`config.mk`:
```
export PLATFORM = sky130hd
export DESIGN_NAME = nvc_host
export DESIGN_NICKNAME = d
export VERILOG_FILES = /design/src/nvc_pkg.sv /design/src/nvc_timer.sv /design/src/nvc_host.sv
export VERILOG_INCLUDE_DIRS = /design/src /design/src/src
export SDC_FILE = /design/constraint.sdc
export NUM_CORES = 1
export LEC_CHECK = 0
export ABC_AREA = 0
export BUFFER_PORTS_ARGS = -buffer_cell sky130_fd_sc_hd__buf_2
export CAP_MARGIN = 25
export CELL_PAD_IN_SITES_DETAIL_PLACEMENT = 0
export CELL_PAD_IN_SITES_GLOBAL_PLACEMENT = 1
export CORE_MARGIN = 10
export CORE_UTILIZATION = 30
export CTS_BUF_LIST = sky130_fd_sc_hd__clkbuf_16
export CTS_CLUSTER_DIAMETER = 150
export DETAILED_ROUTE_END_ITERATION = 12
export HOLD_SLACK_MARGIN = 0.15
export PLACE_DENSITY = 0.6
export SLEW_MARGIN = 25
export SYNTH_ARGS = -nofsm -noshare
export SYNTH_HDL_FRONTEND = slang
export SYNTH_SLANG_ARGS = --single-unit
```
`constraint.sdc`:
```
create_clock -name clock_i -period 3.7 [get_ports clock_i]
set_input_delay 0.555 -clock clock_i [delete_from_list [all_inputs] [get_ports clock_i]]
set_output_delay 0.555 -clock clock_i [all_outputs]
set_load 0.02 [all_outputs]
```
`src/nvc_defs.svh`:
```
`ifndef NVC_DEFS_SVH
`define NVC_DEFS_SVH

// ==========================================
// Bus and counter widths
`define NVC_ADDR_W 15
`define NVC_MODE_ADDR_W 14
`define NVC_DATA_W 8
`define NVC_CNT_W 20

// ==========================================
// Clock and device timing
`define NVC_CLK_MHZ 50
`define NVC_STORE_MS 10
`define NVC_RECALL_US 20
`define NVC_PWRUP_US 550
`define NVC_STORE_CYC (`NVC_STORE_MS * 1000 * `NVC_CLK_MHZ)
`define NVC_RECALL_CYC (`NVC_RECALL_US * `NVC_CLK_MHZ)
`define NVC_PWRUP_CYC (`NVC_PWRUP_US * `NVC_CLK_MHZ)
// Three 20 ns cycles of select low covers every speed grade's pulse width
`define NVC_ACC_CYC 3

// ==========================================
// Software mode address sequence, lower 14 bits
`define NVC_SEQ_0 14'h0E38
`define NVC_SEQ_1 14'h31C7
`define NVC_SEQ_2 14'h03E0
`define NVC_SEQ_3 14'h3C1F
`define NVC_SEQ_4 14'h303F
`define NVC_SEQ_STORE 14'h0FC0
`define NVC_SEQ_RECALL 14'h0C63
`define NVC_SEQ_LAST 3'h5

`endif

```
`src/nvc_pkg.sv`:
```
`include "nvc_defs.svh"

package nvc_pkg;

    typedef enum logic [1:0] {
        NVC_OP_READ = 2'b00,
        NVC_OP_WRITE = 2'b01,
        NVC_OP_STORE = 2'b10,
        NVC_OP_RECALL = 2'b11
    } nvc_op_type;

    typedef enum logic [2:0] {
        NVC_ST_INIT = 3'b000,
        NVC_ST_PWRUP = 3'b001,
        NVC_ST_IDLE = 3'b010,
        NVC_ST_SETUP = 3'b011,
        NVC_ST_ACTIVE = 3'b100,
        NVC_ST_RELEASE = 3'b101,
        NVC_ST_NVWAIT = 3'b110
    } nvc_state_type;

    typedef struct packed {
        nvc_op_type op;
        logic [`NVC_ADDR_W-1:0] addr;
        logic [`NVC_DATA_W-1:0] wdata;
    } nvc_cmd_type;

    typedef struct packed {
        logic [`NVC_ADDR_W-1:0] address_lines;
        logic sel_n;
        logic wr_n;
        logic oe_n;
        logic [`NVC_DATA_W-1:0] data_lines;
        logic data_oe_n;
    } nvc_pins_type;

endpackage

```
`src/nvc_timer.sv`:
```
`timescale 1ns/1ps
`include "nvc_defs.svh"

module nvc_timer #(
    parameter int CNT_W = `NVC_CNT_W
) (
    input wire logic clock_i,
    input wire logic rst_i,
    input wire logic load_i,
    input wire logic [CNT_W-1:0] load_val_i,
    output logic done_o
);

    logic [CNT_W-1:0] count_reg;
    logic [CNT_W-1:0] count_next;

    generate
        if (CNT_W < 2) begin : g_bad_width
            $error("nvc_timer: CNT_W must be at least 2");
        end
    endgenerate

    always_comb begin
        count_next = count_reg;
        if (load_i) begin
            count_next = load_val_i;
        end else if (count_reg != '0) begin
            count_next = count_reg - {{(CNT_W-1){1'b0}}, 1'b1};
        end
    end

    always_ff @(posedge clock_i or posedge rst_i) begin
        if (rst_i) begin
            count_reg <= '0;
        end else begin
            count_reg <= count_next;
        end
    end

    assign done_o = (count_reg == '0);

endmodule

```
`src/nvc_host.sv`:
```
// Contract
// Read: select and gate low, strobe high
// Fifteen address bits pick one byte
// Enabled read follows address changes
// Write: select and strobe both low
// Byte captured when strobe or select rises
// Device drops drivers when strobe falls
// Store after six reads in fixed order
// Recall: same five, sixth is 0C63
// Detector ignores the top address bit
// Strobe stays high through the sequence
// No other access inside the sequence
// Toggle select once per sequence address
// Sequence valid with gate high or low
// Store erases then programs from SRAM
// Store floats pins up to 10 ms
// Recall clears SRAM then loads shadow
// Software recall done within 20 us
// Power-up recall done within 550 us
// No store below the low trigger
// Strobe or select high during power-up recall
// Address stable across the whole write
// Gate held high for the write
// Mismatched step returns detector to idle
`timescale 1ns/1ps
`include "nvc_defs.svh"

module nvc_host #(
    parameter int ACC_CYC = `NVC_ACC_CYC,
    parameter int STORE_CYC = `NVC_STORE_CYC,
    parameter int RECALL_CYC = `NVC_RECALL_CYC,
    parameter int PWRUP_CYC = `NVC_PWRUP_CYC,
    parameter int CNT_W = `NVC_CNT_W
) (
    input wire logic clock_i,
    input wire logic rst_i,
    input wire logic cmd_valid_i,
    input nvc_pkg::nvc_cmd_type cmd_i,
    output logic cmd_ready_o,
    output logic rsp_valid_o,
    output logic [`NVC_DATA_W-1:0] rsp_data_o,
    output nvc_pkg::nvc_pins_type pins_o,
    input wire logic [`NVC_DATA_W-1:0] data_lines_i
);

    // ==========================================
    // Parameter checks
    generate
        if (ACC_CYC < 1 || ACC_CYC > 64) begin : g_bad_acc
            $error("nvc_host: ACC_CYC out of range");
        end
        if (STORE_CYC < 1 || RECALL_CYC < 1 || PWRUP_CYC < 1) begin : g_bad_wait
            $error("nvc_host: wait counts must be positive");
        end
        if (STORE_CYC >= 2**CNT_W || RECALL_CYC >= 2**CNT_W || PWRUP_CYC >= 2**CNT_W) begin : g_bad_cnt
            $error("nvc_host: CNT_W too narrow for wait counts");
        end
    endgenerate

    // ==========================================
    // State
    nvc_pkg::nvc_state_type state_reg, state_next;
    nvc_pkg::nvc_cmd_type cmd_reg, cmd_next;
    nvc_pkg::nvc_pins_type pins_reg, pins_next;
    logic [2:0] idx_reg, idx_next;
    logic [`NVC_DATA_W-1:0] rdata_reg, rdata_next;
    logic rsp_reg, rsp_next;
    logic ready_reg, ready_next;
    logic tload;
    logic [CNT_W-1:0] tval;
    logic tdone;
    logic seq_op;
    logic seq_op_next;
    logic is_write_next;

    // Sequence step address; top bit is driven low since the device ignores it
    function automatic logic [`NVC_MODE_ADDR_W-1:0] seq_addr(input nvc_pkg::nvc_op_type op,
                                                             input logic [2:0] idx);
        logic [`NVC_MODE_ADDR_W-1:0] a;
        a = `NVC_SEQ_0;
        case (idx)
            3'h0: a = `NVC_SEQ_0;
            3'h1: a = `NVC_SEQ_1;
            3'h2: a = `NVC_SEQ_2;
            3'h3: a = `NVC_SEQ_3;
            3'h4: a = `NVC_SEQ_4;
            3'h5: a = (op == nvc_pkg::NVC_OP_STORE) ? `NVC_SEQ_STORE : `NVC_SEQ_RECALL;
            default: a = `NVC_SEQ_0;
        endcase
        return a;
    endfunction

    assign seq_op = cmd_reg.op[1];
    assign seq_op_next = cmd_next.op[1];
    assign is_write_next = (cmd_next.op == nvc_pkg::NVC_OP_WRITE);

    nvc_timer #(
        .CNT_W(CNT_W)
    ) u_timer (
        .clock_i(clock_i),
        .rst_i(rst_i),
        .load_i(tload),
        .load_val_i(tval),
        .done_o(tdone)
    );

    // ==========================================
    // Sequencer
    always_comb begin
        state_next = state_reg;
        cmd_next = cmd_reg;
        idx_next = idx_reg;
        rdata_next = rdata_reg;
        rsp_next = 1'b0;
        tload = 1'b0;
        tval = '0;
        case (state_reg)
            nvc_pkg::NVC_ST_INIT: begin
                tload = 1'b1;
                tval = CNT_W'(PWRUP_CYC);
                state_next = nvc_pkg::NVC_ST_PWRUP;
            end
            nvc_pkg::NVC_ST_PWRUP: begin
                if (tdone) begin
                    state_next = nvc_pkg::NVC_ST_IDLE;
                end
            end
            nvc_pkg::NVC_ST_IDLE: begin
                if (cmd_valid_i) begin
                    cmd_next = cmd_i;
                    idx_next = 3'h0;
                    state_next = nvc_pkg::NVC_ST_SETUP;
                end
            end
            nvc_pkg::NVC_ST_SETUP: begin
                tload = 1'b1;
                tval = CNT_W'(ACC_CYC - 1);
                state_next = nvc_pkg::NVC_ST_ACTIVE;
            end
            nvc_pkg::NVC_ST_ACTIVE: begin
                if (tdone) begin
                    if (cmd_reg.op == nvc_pkg::NVC_OP_READ) begin
                        rdata_next = data_lines_i;
                    end
                    state_next = nvc_pkg::NVC_ST_RELEASE;
                end
            end
            nvc_pkg::NVC_ST_RELEASE: begin
                if (seq_op) begin
                    // Steps run back to back so nothing else can slip in
                    if (idx_reg != `NVC_SEQ_LAST) begin
                        idx_next = idx_reg + 3'h1;
                        state_next = nvc_pkg::NVC_ST_SETUP;
                    end else begin
                        tload = 1'b1;
                        tval = (cmd_reg.op == nvc_pkg::NVC_OP_STORE) ? CNT_W'(STORE_CYC) : CNT_W'(RECALL_CYC);
                        state_next = nvc_pkg::NVC_ST_NVWAIT;
                    end
                end else begin
                    rsp_next = 1'b1;
                    state_next = nvc_pkg::NVC_ST_IDLE;
                end
            end
            nvc_pkg::NVC_ST_NVWAIT: begin
                if (tdone) begin
                    rsp_next = 1'b1;
                    state_next = nvc_pkg::NVC_ST_IDLE;
                end
            end
            default: begin
                state_next = nvc_pkg::NVC_ST_INIT;
            end
        endcase
    end

    // ==========================================
    // Pin drive, decoded from the next state so every pin leaves a flip-flop
    always_comb begin
        pins_next = pins_reg;
        pins_next.sel_n = 1'b1;
        pins_next.wr_n = 1'b1;
        pins_next.oe_n = 1'b1;
        pins_next.data_oe_n = 1'b1;
        ready_next = (state_next == nvc_pkg::NVC_ST_IDLE);
        case (state_next)
            nvc_pkg::NVC_ST_SETUP: begin
                // Address settles one cycle before any strobe falls
                if (seq_op_next) begin
                    pins_next.address_lines = {1'b0, seq_addr(cmd_next.op, idx_next)};
                end else begin
                    pins_next.address_lines = cmd_next.addr;
                end
                pins_next.data_lines = cmd_next.wdata;
                pins_next.data_oe_n = !is_write_next;
            end
            nvc_pkg::NVC_ST_ACTIVE: begin
                pins_next.sel_n = 1'b0;
                pins_next.wr_n = !is_write_next;
                // Gate only on plain reads: stays high for writes and sequence steps
                pins_next.oe_n = !(cmd_next.op == nvc_pkg::NVC_OP_READ);
                pins_next.data_oe_n = !is_write_next;
            end
            nvc_pkg::NVC_ST_RELEASE: begin
                // Data held one cycle past the rising strobe
                pins_next.data_oe_n = !is_write_next;
            end
            default: begin
                pins_next.data_oe_n = 1'b1;
            end
        endcase
    end

    always_ff @(posedge clock_i or posedge rst_i) begin
        if (rst_i) begin
            state_reg <= nvc_pkg::NVC_ST_INIT;
            cmd_reg <= '0;
            idx_reg <= 3'h0;
            rdata_reg <= '0;
            rsp_reg <= 1'b0;
            ready_reg <= 1'b0;
            pins_reg <= '{address_lines: '0, sel_n: 1'b1, wr_n: 1'b1, oe_n: 1'b1,
                          data_lines: '0, data_oe_n: 1'b1};
        end else begin
            state_reg <= state_next;
            cmd_reg <= cmd_next;
            idx_reg <= idx_next;
            rdata_reg <= rdata_next;
            rsp_reg <= rsp_next;
            ready_reg <= ready_next;
            pins_reg <= pins_next;
        end
    end

    assign cmd_ready_o = ready_reg;
    assign rsp_valid_o = rsp_reg;
    assign rsp_data_o = rdata_reg;
    assign pins_o = pins_reg;
endmodule

```
==> qor.csv, run 1 <==
metric;value;unit
stdcell_count;630;
core-area;0.0134;mm^2
antenna_found_initial;2;
fin_crit;3.02;ns
cp.depth;9;
wl_per_cell;16.3;um
cp-start-kind;register;
cts_made_buffers;9;
vias;3008;
detail-route-antenna-nets;0;
grt_max_degree;33;
dr_wl_met3;876;um
ctsResizeCount;0;
ff2ff_path_depth;9;
hold_slack;0.224;ns
reg2reg_from;u_timer.count_reg[0]$_DFFE_PP0P_;
synth-async-reset-ratio;100;%
wl_met1;4.60;mm
syn_area;0.00415;mm^2
hold_viol;0;
wl_met2;4.67;mm
grt_pass1_vias;3236;
outcome;complete, no violations;
synth_edf_count;0;
largest_register_ffs;27;
arrival;3.25;ns
dp.cells;612;
path_class;reg2reg;
slew_violations;0;
post-route-period-util;81.6;%
yosys-top-cells-count;dfrtp_1, nor2_1, mux2_2, nand2_1, a21oi_1;
fin_nets;487;
path_buf_inv;1;
powerDensity;760;mW/mm^2
yosysMostFrequentCell;dfrtp_1;
r2r_slack;0.68;ns
worstReg2RegEnd;pins_o[21]$_DFFE_PP0N_;
tightestPinTransition;0.725;ns
yosysTopAreaCellShare;50.6;%
path_cells;inv_1 > ha_1 > nor3b_1 > nor3b_1 > a31o_2 > o211a_1 > nand2_1 > a2111o_1 > and3_1;
critical_path.top_delay_family;simple AND/OR/NAND/NOR gates;
cp_max_fo;8;
fin_skew;0.0111;ns
cts_setup_buffers;0;
setup_violations;0;
syn_inst;373;
clock_latency;0.35;ns
die_w;138;um
top_layer;met4;
slowest_delay;0.56;ns
grt_pass1_wl;17.1;mm
grtUsageTotal;11.5;%
yosys_warnings;0;
syn_area_per_cell;11.1;um^2
grt_setup_unrepaired;no;
via_per_inst;4.77;
area_delta_synth_final;21.2;%
fp-row-count;42;
synth_largest_area_cell;dfrtp_1;
synth_flop_cell;dfrtp_1;
max_freq;331;MHz
cts_tree;built;
cp-end-kind;register;
gr-total-overflow;0;
gp_congestion;0.827;
drive_gt1_share;34.3;%
clock_sinks;88;
final_util;37.6;%
drt_iter0_drc;198;
cts_buffer_depth;2;
p_leak;2.34;nW
synth_area_leaders;dfrtp_1, mux2_2, nor2_1;
routed_wl;10.2;mm
io_buffers;72;
route.detailed.drc;0;
timing.setup.tns;0;ns
ys_seq_area_share;53.1;%
postCtsHoldBufs;0;
placed_area;0.00472;mm^2
relSlewSlack;51.3;%
cp_data_required_time;3.93;ns
postSynthRegisterBits;88;
hold_class;in2async;
cp_common_cell;nor3b_1;
worst_path_max_delay_cell;nor3b_1;
hpwl;7.35;mm
ir_drop;0.000500;V
cts_max_level;3;
start_util;31.0;%
fp.dieArea;0.0189;mm^2
io_pins;73;
path_clk_slew;0.07;ns
synth_nets;413;
drv_cap;0;
cts-root-buf;clkbuf_16;
first_pass_iters;4;
fin_area;0.00503;mm^2
synthDistinctLibCells;60;
die_y;138;um
[placed cells by master (no fill, tap or decap), types with 3 or more instances in the layout]
master     instances
nor3_1             8
a21oi_1           20
o211ai_1           3
nand3_1            5
xnor2_1            8
inv_1              7
clkbuf_16          9
dfstp_2            4
nor3b_1            5
nand2_1           25
buf_4              6
clkinv_2           4
or2_2              4
ha_1               4
and2_1             4
or3_1              6
a211oi_1           5
nor2_1            46
dfrtp_1           84
buf_2             72
nand2b_1          11
o21ai_0            9
a21o_1             3
mux2_2            40
xor2_1             9
[metal layers]
| layer | global-route usage (%) | up-vias |
|---|---|---|
| met4 | 2.99 | 0 |
| li1 | - | 1469 |
| met3 | 5.72 | 10 |
| met5 | 0 | - |
| met2 | 17.2 | 66 |
| met1 | 14.3 | 1463 |
[through the flow]
step           total power, mW  setup slack, ns
2_1_floorplan             2.51            0.873
3_3_place_gp              2.88            0.855
3_5_place_dp              2.89            0.709
4_1_cts                   3.89            0.680
5_1_grt                   4.12            0.432
6_report                  3.83            0.682
[report_power, final]
group	internal, mW	total, mW	leakage, nW	switching [mW]
combinational	0.564	1.32	1.09	0.751
clock	0.586	0.963	0.160	0.377
sequential	1.32	1.55	1.09	0.223
[worst max-delay path by stage]
stage	startpoint	slack (ns)	endpoint
2_1_floorplan	rst_i	0.87	cmd_ready_o$_DFF_PP0_
3_3_place_gp	u_timer.count_reg[10]$_DFFE_PP0P_	0.86	pins_o[18]$_DFFE_PP0N_
6_report	u_timer.count_reg[0]$_DFFE_PP0P_	0.68	pins_o[21]$_DFFE_PP0N_
3_5_place_dp	u_timer.count_reg[0]$_DFFE_PP0P_	0.71	pins_o[21]$_DFFE_PP0N_
5_1_grt	u_timer.count_reg[0]$_DFFE_PP0P_	0.43	pins_o[21]$_DFFE_PP0N_
4_1_cts	u_timer.count_reg[0]$_DFFE_PP0P_	0.68	pins_o[21]$_DFFE_PP0N_
[final cells by class]
| cell class | count | area [um^2] |
|---|---|---|
| Fill cell | 1345 | 8370 |
| Sequential cell | 88 | 2210 |
| Multi-Input combinational cell | 261 | 1850 |
| Timing Repair Buffer | 78 | 405 |
| Clock buffer | 9 | 225 |
| Tap cell | 176 | 220 |
| Clock inverter | 7 | 87.6 |
| Inverter | 9 | 35.0 |
| Antenna cell | 2 | 5.00 |
[cell families after synthesis]
logic type                 Yosys count  share of synthesized area, %
and+or+nand+nor                    132                          16.5
DFF                                 88                          53.1
AOI/OAI and AO/OA                   65                          11.4
muxes                               43                          11.7
buffers and inverters               24                          2.47
xor gates and xnor gates            17                          3.59
adders and majority gates            4                          1.21
Power figures use the tool's default switching activity.
==> run 2, diff against run 1 <==
--- a/config.mk
+++ b/config.mk
@@ -17,7 +17,7 @@
 export CTS_CLUSTER_DIAMETER = 150
 export DETAILED_ROUTE_END_ITERATION = 12
 export HOLD_SLACK_MARGIN = 0.15
-export PLACE_DENSITY = 0.6
+export PLACE_DENSITY = 0.62
 export SLEW_MARGIN = 25
 export SYNTH_ARGS = -nofsm -noshare
 export SYNTH_HDL_FRONTEND = slang
==> constraint.sdc (replaced) <==
create_clock -name clock_i -period 2.45 [get_ports clock_i]
set_input_delay 0.3675 -clock clock_i [delete_from_list [all_inputs] [get_ports clock_i]]
set_output_delay 0.3675 -clock clock_i [all_outputs]
set_load 0.02 [all_outputs]
==> qor.csv, run 2 (synthesis gave the netlist of run 1 again) <==
metric;value;unit
grt_pass1_wl;18.1;mm
arrival;2.71;ns
p_int;4.13;mW
worst_path_max_delay_cell;or3_4;
cts-root-buf;clkbuf_16;
hold_class;in2async;
io_pins;73;
fin_area;0.00569;mm^2
p_comb_share;41.2;%
layout_setup_ws;-0.0294;ns
cp-end-kind;register;
fin_skew;0.00710;ns
die_y;138;um
cp-start-kind;register;
cp_max_fo;4;
detail-route-antenna-nets;0;
via_per_inst;4.79;
dp.cells;661;
hpwl;7.97;mm
outcome;complete, but fails checks;
cts_max_level;3;
gp_congestion;0.831;
placed_area;0.00513;mm^2
ir_drop;0.000609;V
fin_crit;2.48;ns
nFillCells;1327;
p_sw;2.24;mW
grt_pass1_vias;3501;
gr-total-overflow;0;
fin_nets;545;
dp_slack;-0.123;ns
layout_commonest_cell;dfrtp_1;
antenna_found_initial;1;
violations;negative setup slack;
grt_setup_unrepaired;yes;
cts_tree;built;
routed_wl;11.2;mm
grtUsageTotal;12.0;%
powerDensity;1120;mW/mm^2
clock_latency;0.34;ns
slowest_delay;0.40;ns
die_w;138;um
area_delta_synth_final;36.9;%
tightestPinTransition;0.550;ns
most-common-layout-cells;dfrtp_1, buf_2, buf_4, nor2_1, mux2_2;
pwr-share-clk;22.9;%
cp_data_required_time;2.68;ns
relSlewSlack;63.3;%
p_leak;2.66;nW
drive_gt1_share;44.9;%
cts_made_buffers;9;
path_class;reg2reg;
core-area;0.0134;mm^2
largest_register_ffs;27;
p_sw_share;35.2;%
start_util;31.0;%
hold_viol;0;
vias;3298;
post-route-period-util;101;%
wl_per_cell;16.3;um
grt_max_degree;89;
setup_violations;2;
path_cells;or3_4 > nor4_4 > buf_4 > a41o_4 > o211ai_4 > a21oi_2 > inv_2 > a2111o_1 > and3_1;
stdcell_count;688;
cts_buffer_depth;2;
slew_violations;0;
postCtsHoldBufs;0;
first_pass_iters;4;
hold_slack;0.0969;ns
final_util;42.4;%
timing.setup.tns;-0.0449;ns
max_freq;403;MHz
fin_total_pwr;6.37;mW
route.detailed.drc;0;
pwr-share-seq;35.8;%
fp-row-count;42;
clock_sinks;88;
fp.dieArea;0.0189;mm^2
drv_cap;0;
drt_iter0_drc;130;
path_clk_slew;0.07;ns
io_buffers;72;
r2r_slack;-0.03;ns
[run 2: final cells by class]
cell class / instances / area (um^2) / area share, %
diodes: 2 / 5.00 / 0.0880
clock buffers: 9 / 225 / 3.96
clock inverters: 7 / 86.3 / 1.52
inverters: 9 / 37.5 / 0.660
multi-input cells: 261 / 1990 / 35.0
flip-flops and latches: 88 / 2210 / 38.8
well taps: 176 / 220 / 3.87
repair buffers: 136 / 916 / 16.1
[run 2: power groups by stage]
stage	sequential [mW]	clock [mW]	combinational, mW
2_1_floorplan	2.52	0	1.30
3_3_place_gp	2.28	0	2.43
3_5_place_dp	2.29	0	2.46
4_1_cts	2.29	1.51	2.53
5_1_grt	2.35	1.56	2.90
6_report	2.28	1.46	2.63
[run 2: worst paths after layout]
| kind | from | endpoint | depth (start not counted) |
|---|---|---|---|
| max | u_timer.count_reg[18]$_DFFE_PP0P_ | pins_o[21]$_DFFE_PP0N_ | 9 |
| min | rst_i | pins_o[5]$_DFFE_PP0N_ | 3 |
| max reg2reg | u_timer.count_reg[18]$_DFFE_PP0P_ | pins_o[21]$_DFFE_PP0N_ | 9 |
| min reg2reg | pins_o[15]$_DFFE_PP0N_ | pins_o[15]$_DFFE_PP0N_ | 2 |
| max in group asynchronous | rst_i | cmd_reg[2]$_DFF_PP0_ | 3 |
| min in group clock_i | data_lines_i[5] | rsp_data_o[5]$_DFFE_PP0P_ | 2 |
[run 2: per-layer routing]
| metal | up-vias | global-route usage, % | wire length [um] |
|---|---|---|---|
| met1 | 1620 | 15.1 | 5070 |
| met5 | - | 0 | 0 |
| met2 | 84 | 18.4 | 5060 |
| met4 | 0 | 3.51 | 111 |
| li1 | 1584 | - | - |
| met3 | 10 | 5.13 | 973 |
[run 2: worst max-delay path, delay by kind of cell, from the launching register on]
family	cells	cell delay (ns)
AO/OA/AOI/OAI	4	0.86
buffers and inverters	2	0.26
flip-flops	1	0.38
AND/OR/NAND/NOR	3	0.87
[run 2: timing repair]
| action | in CTS | in global routing |
|---|---|---|
| buffers inserted | 3 | 6 |
| pin swaps | 8 | 16 |
| gates resized for setup | 8 | 18 |
| cloned | 0 | 2 |
| setup endpoints to repair | 17 | 26 |
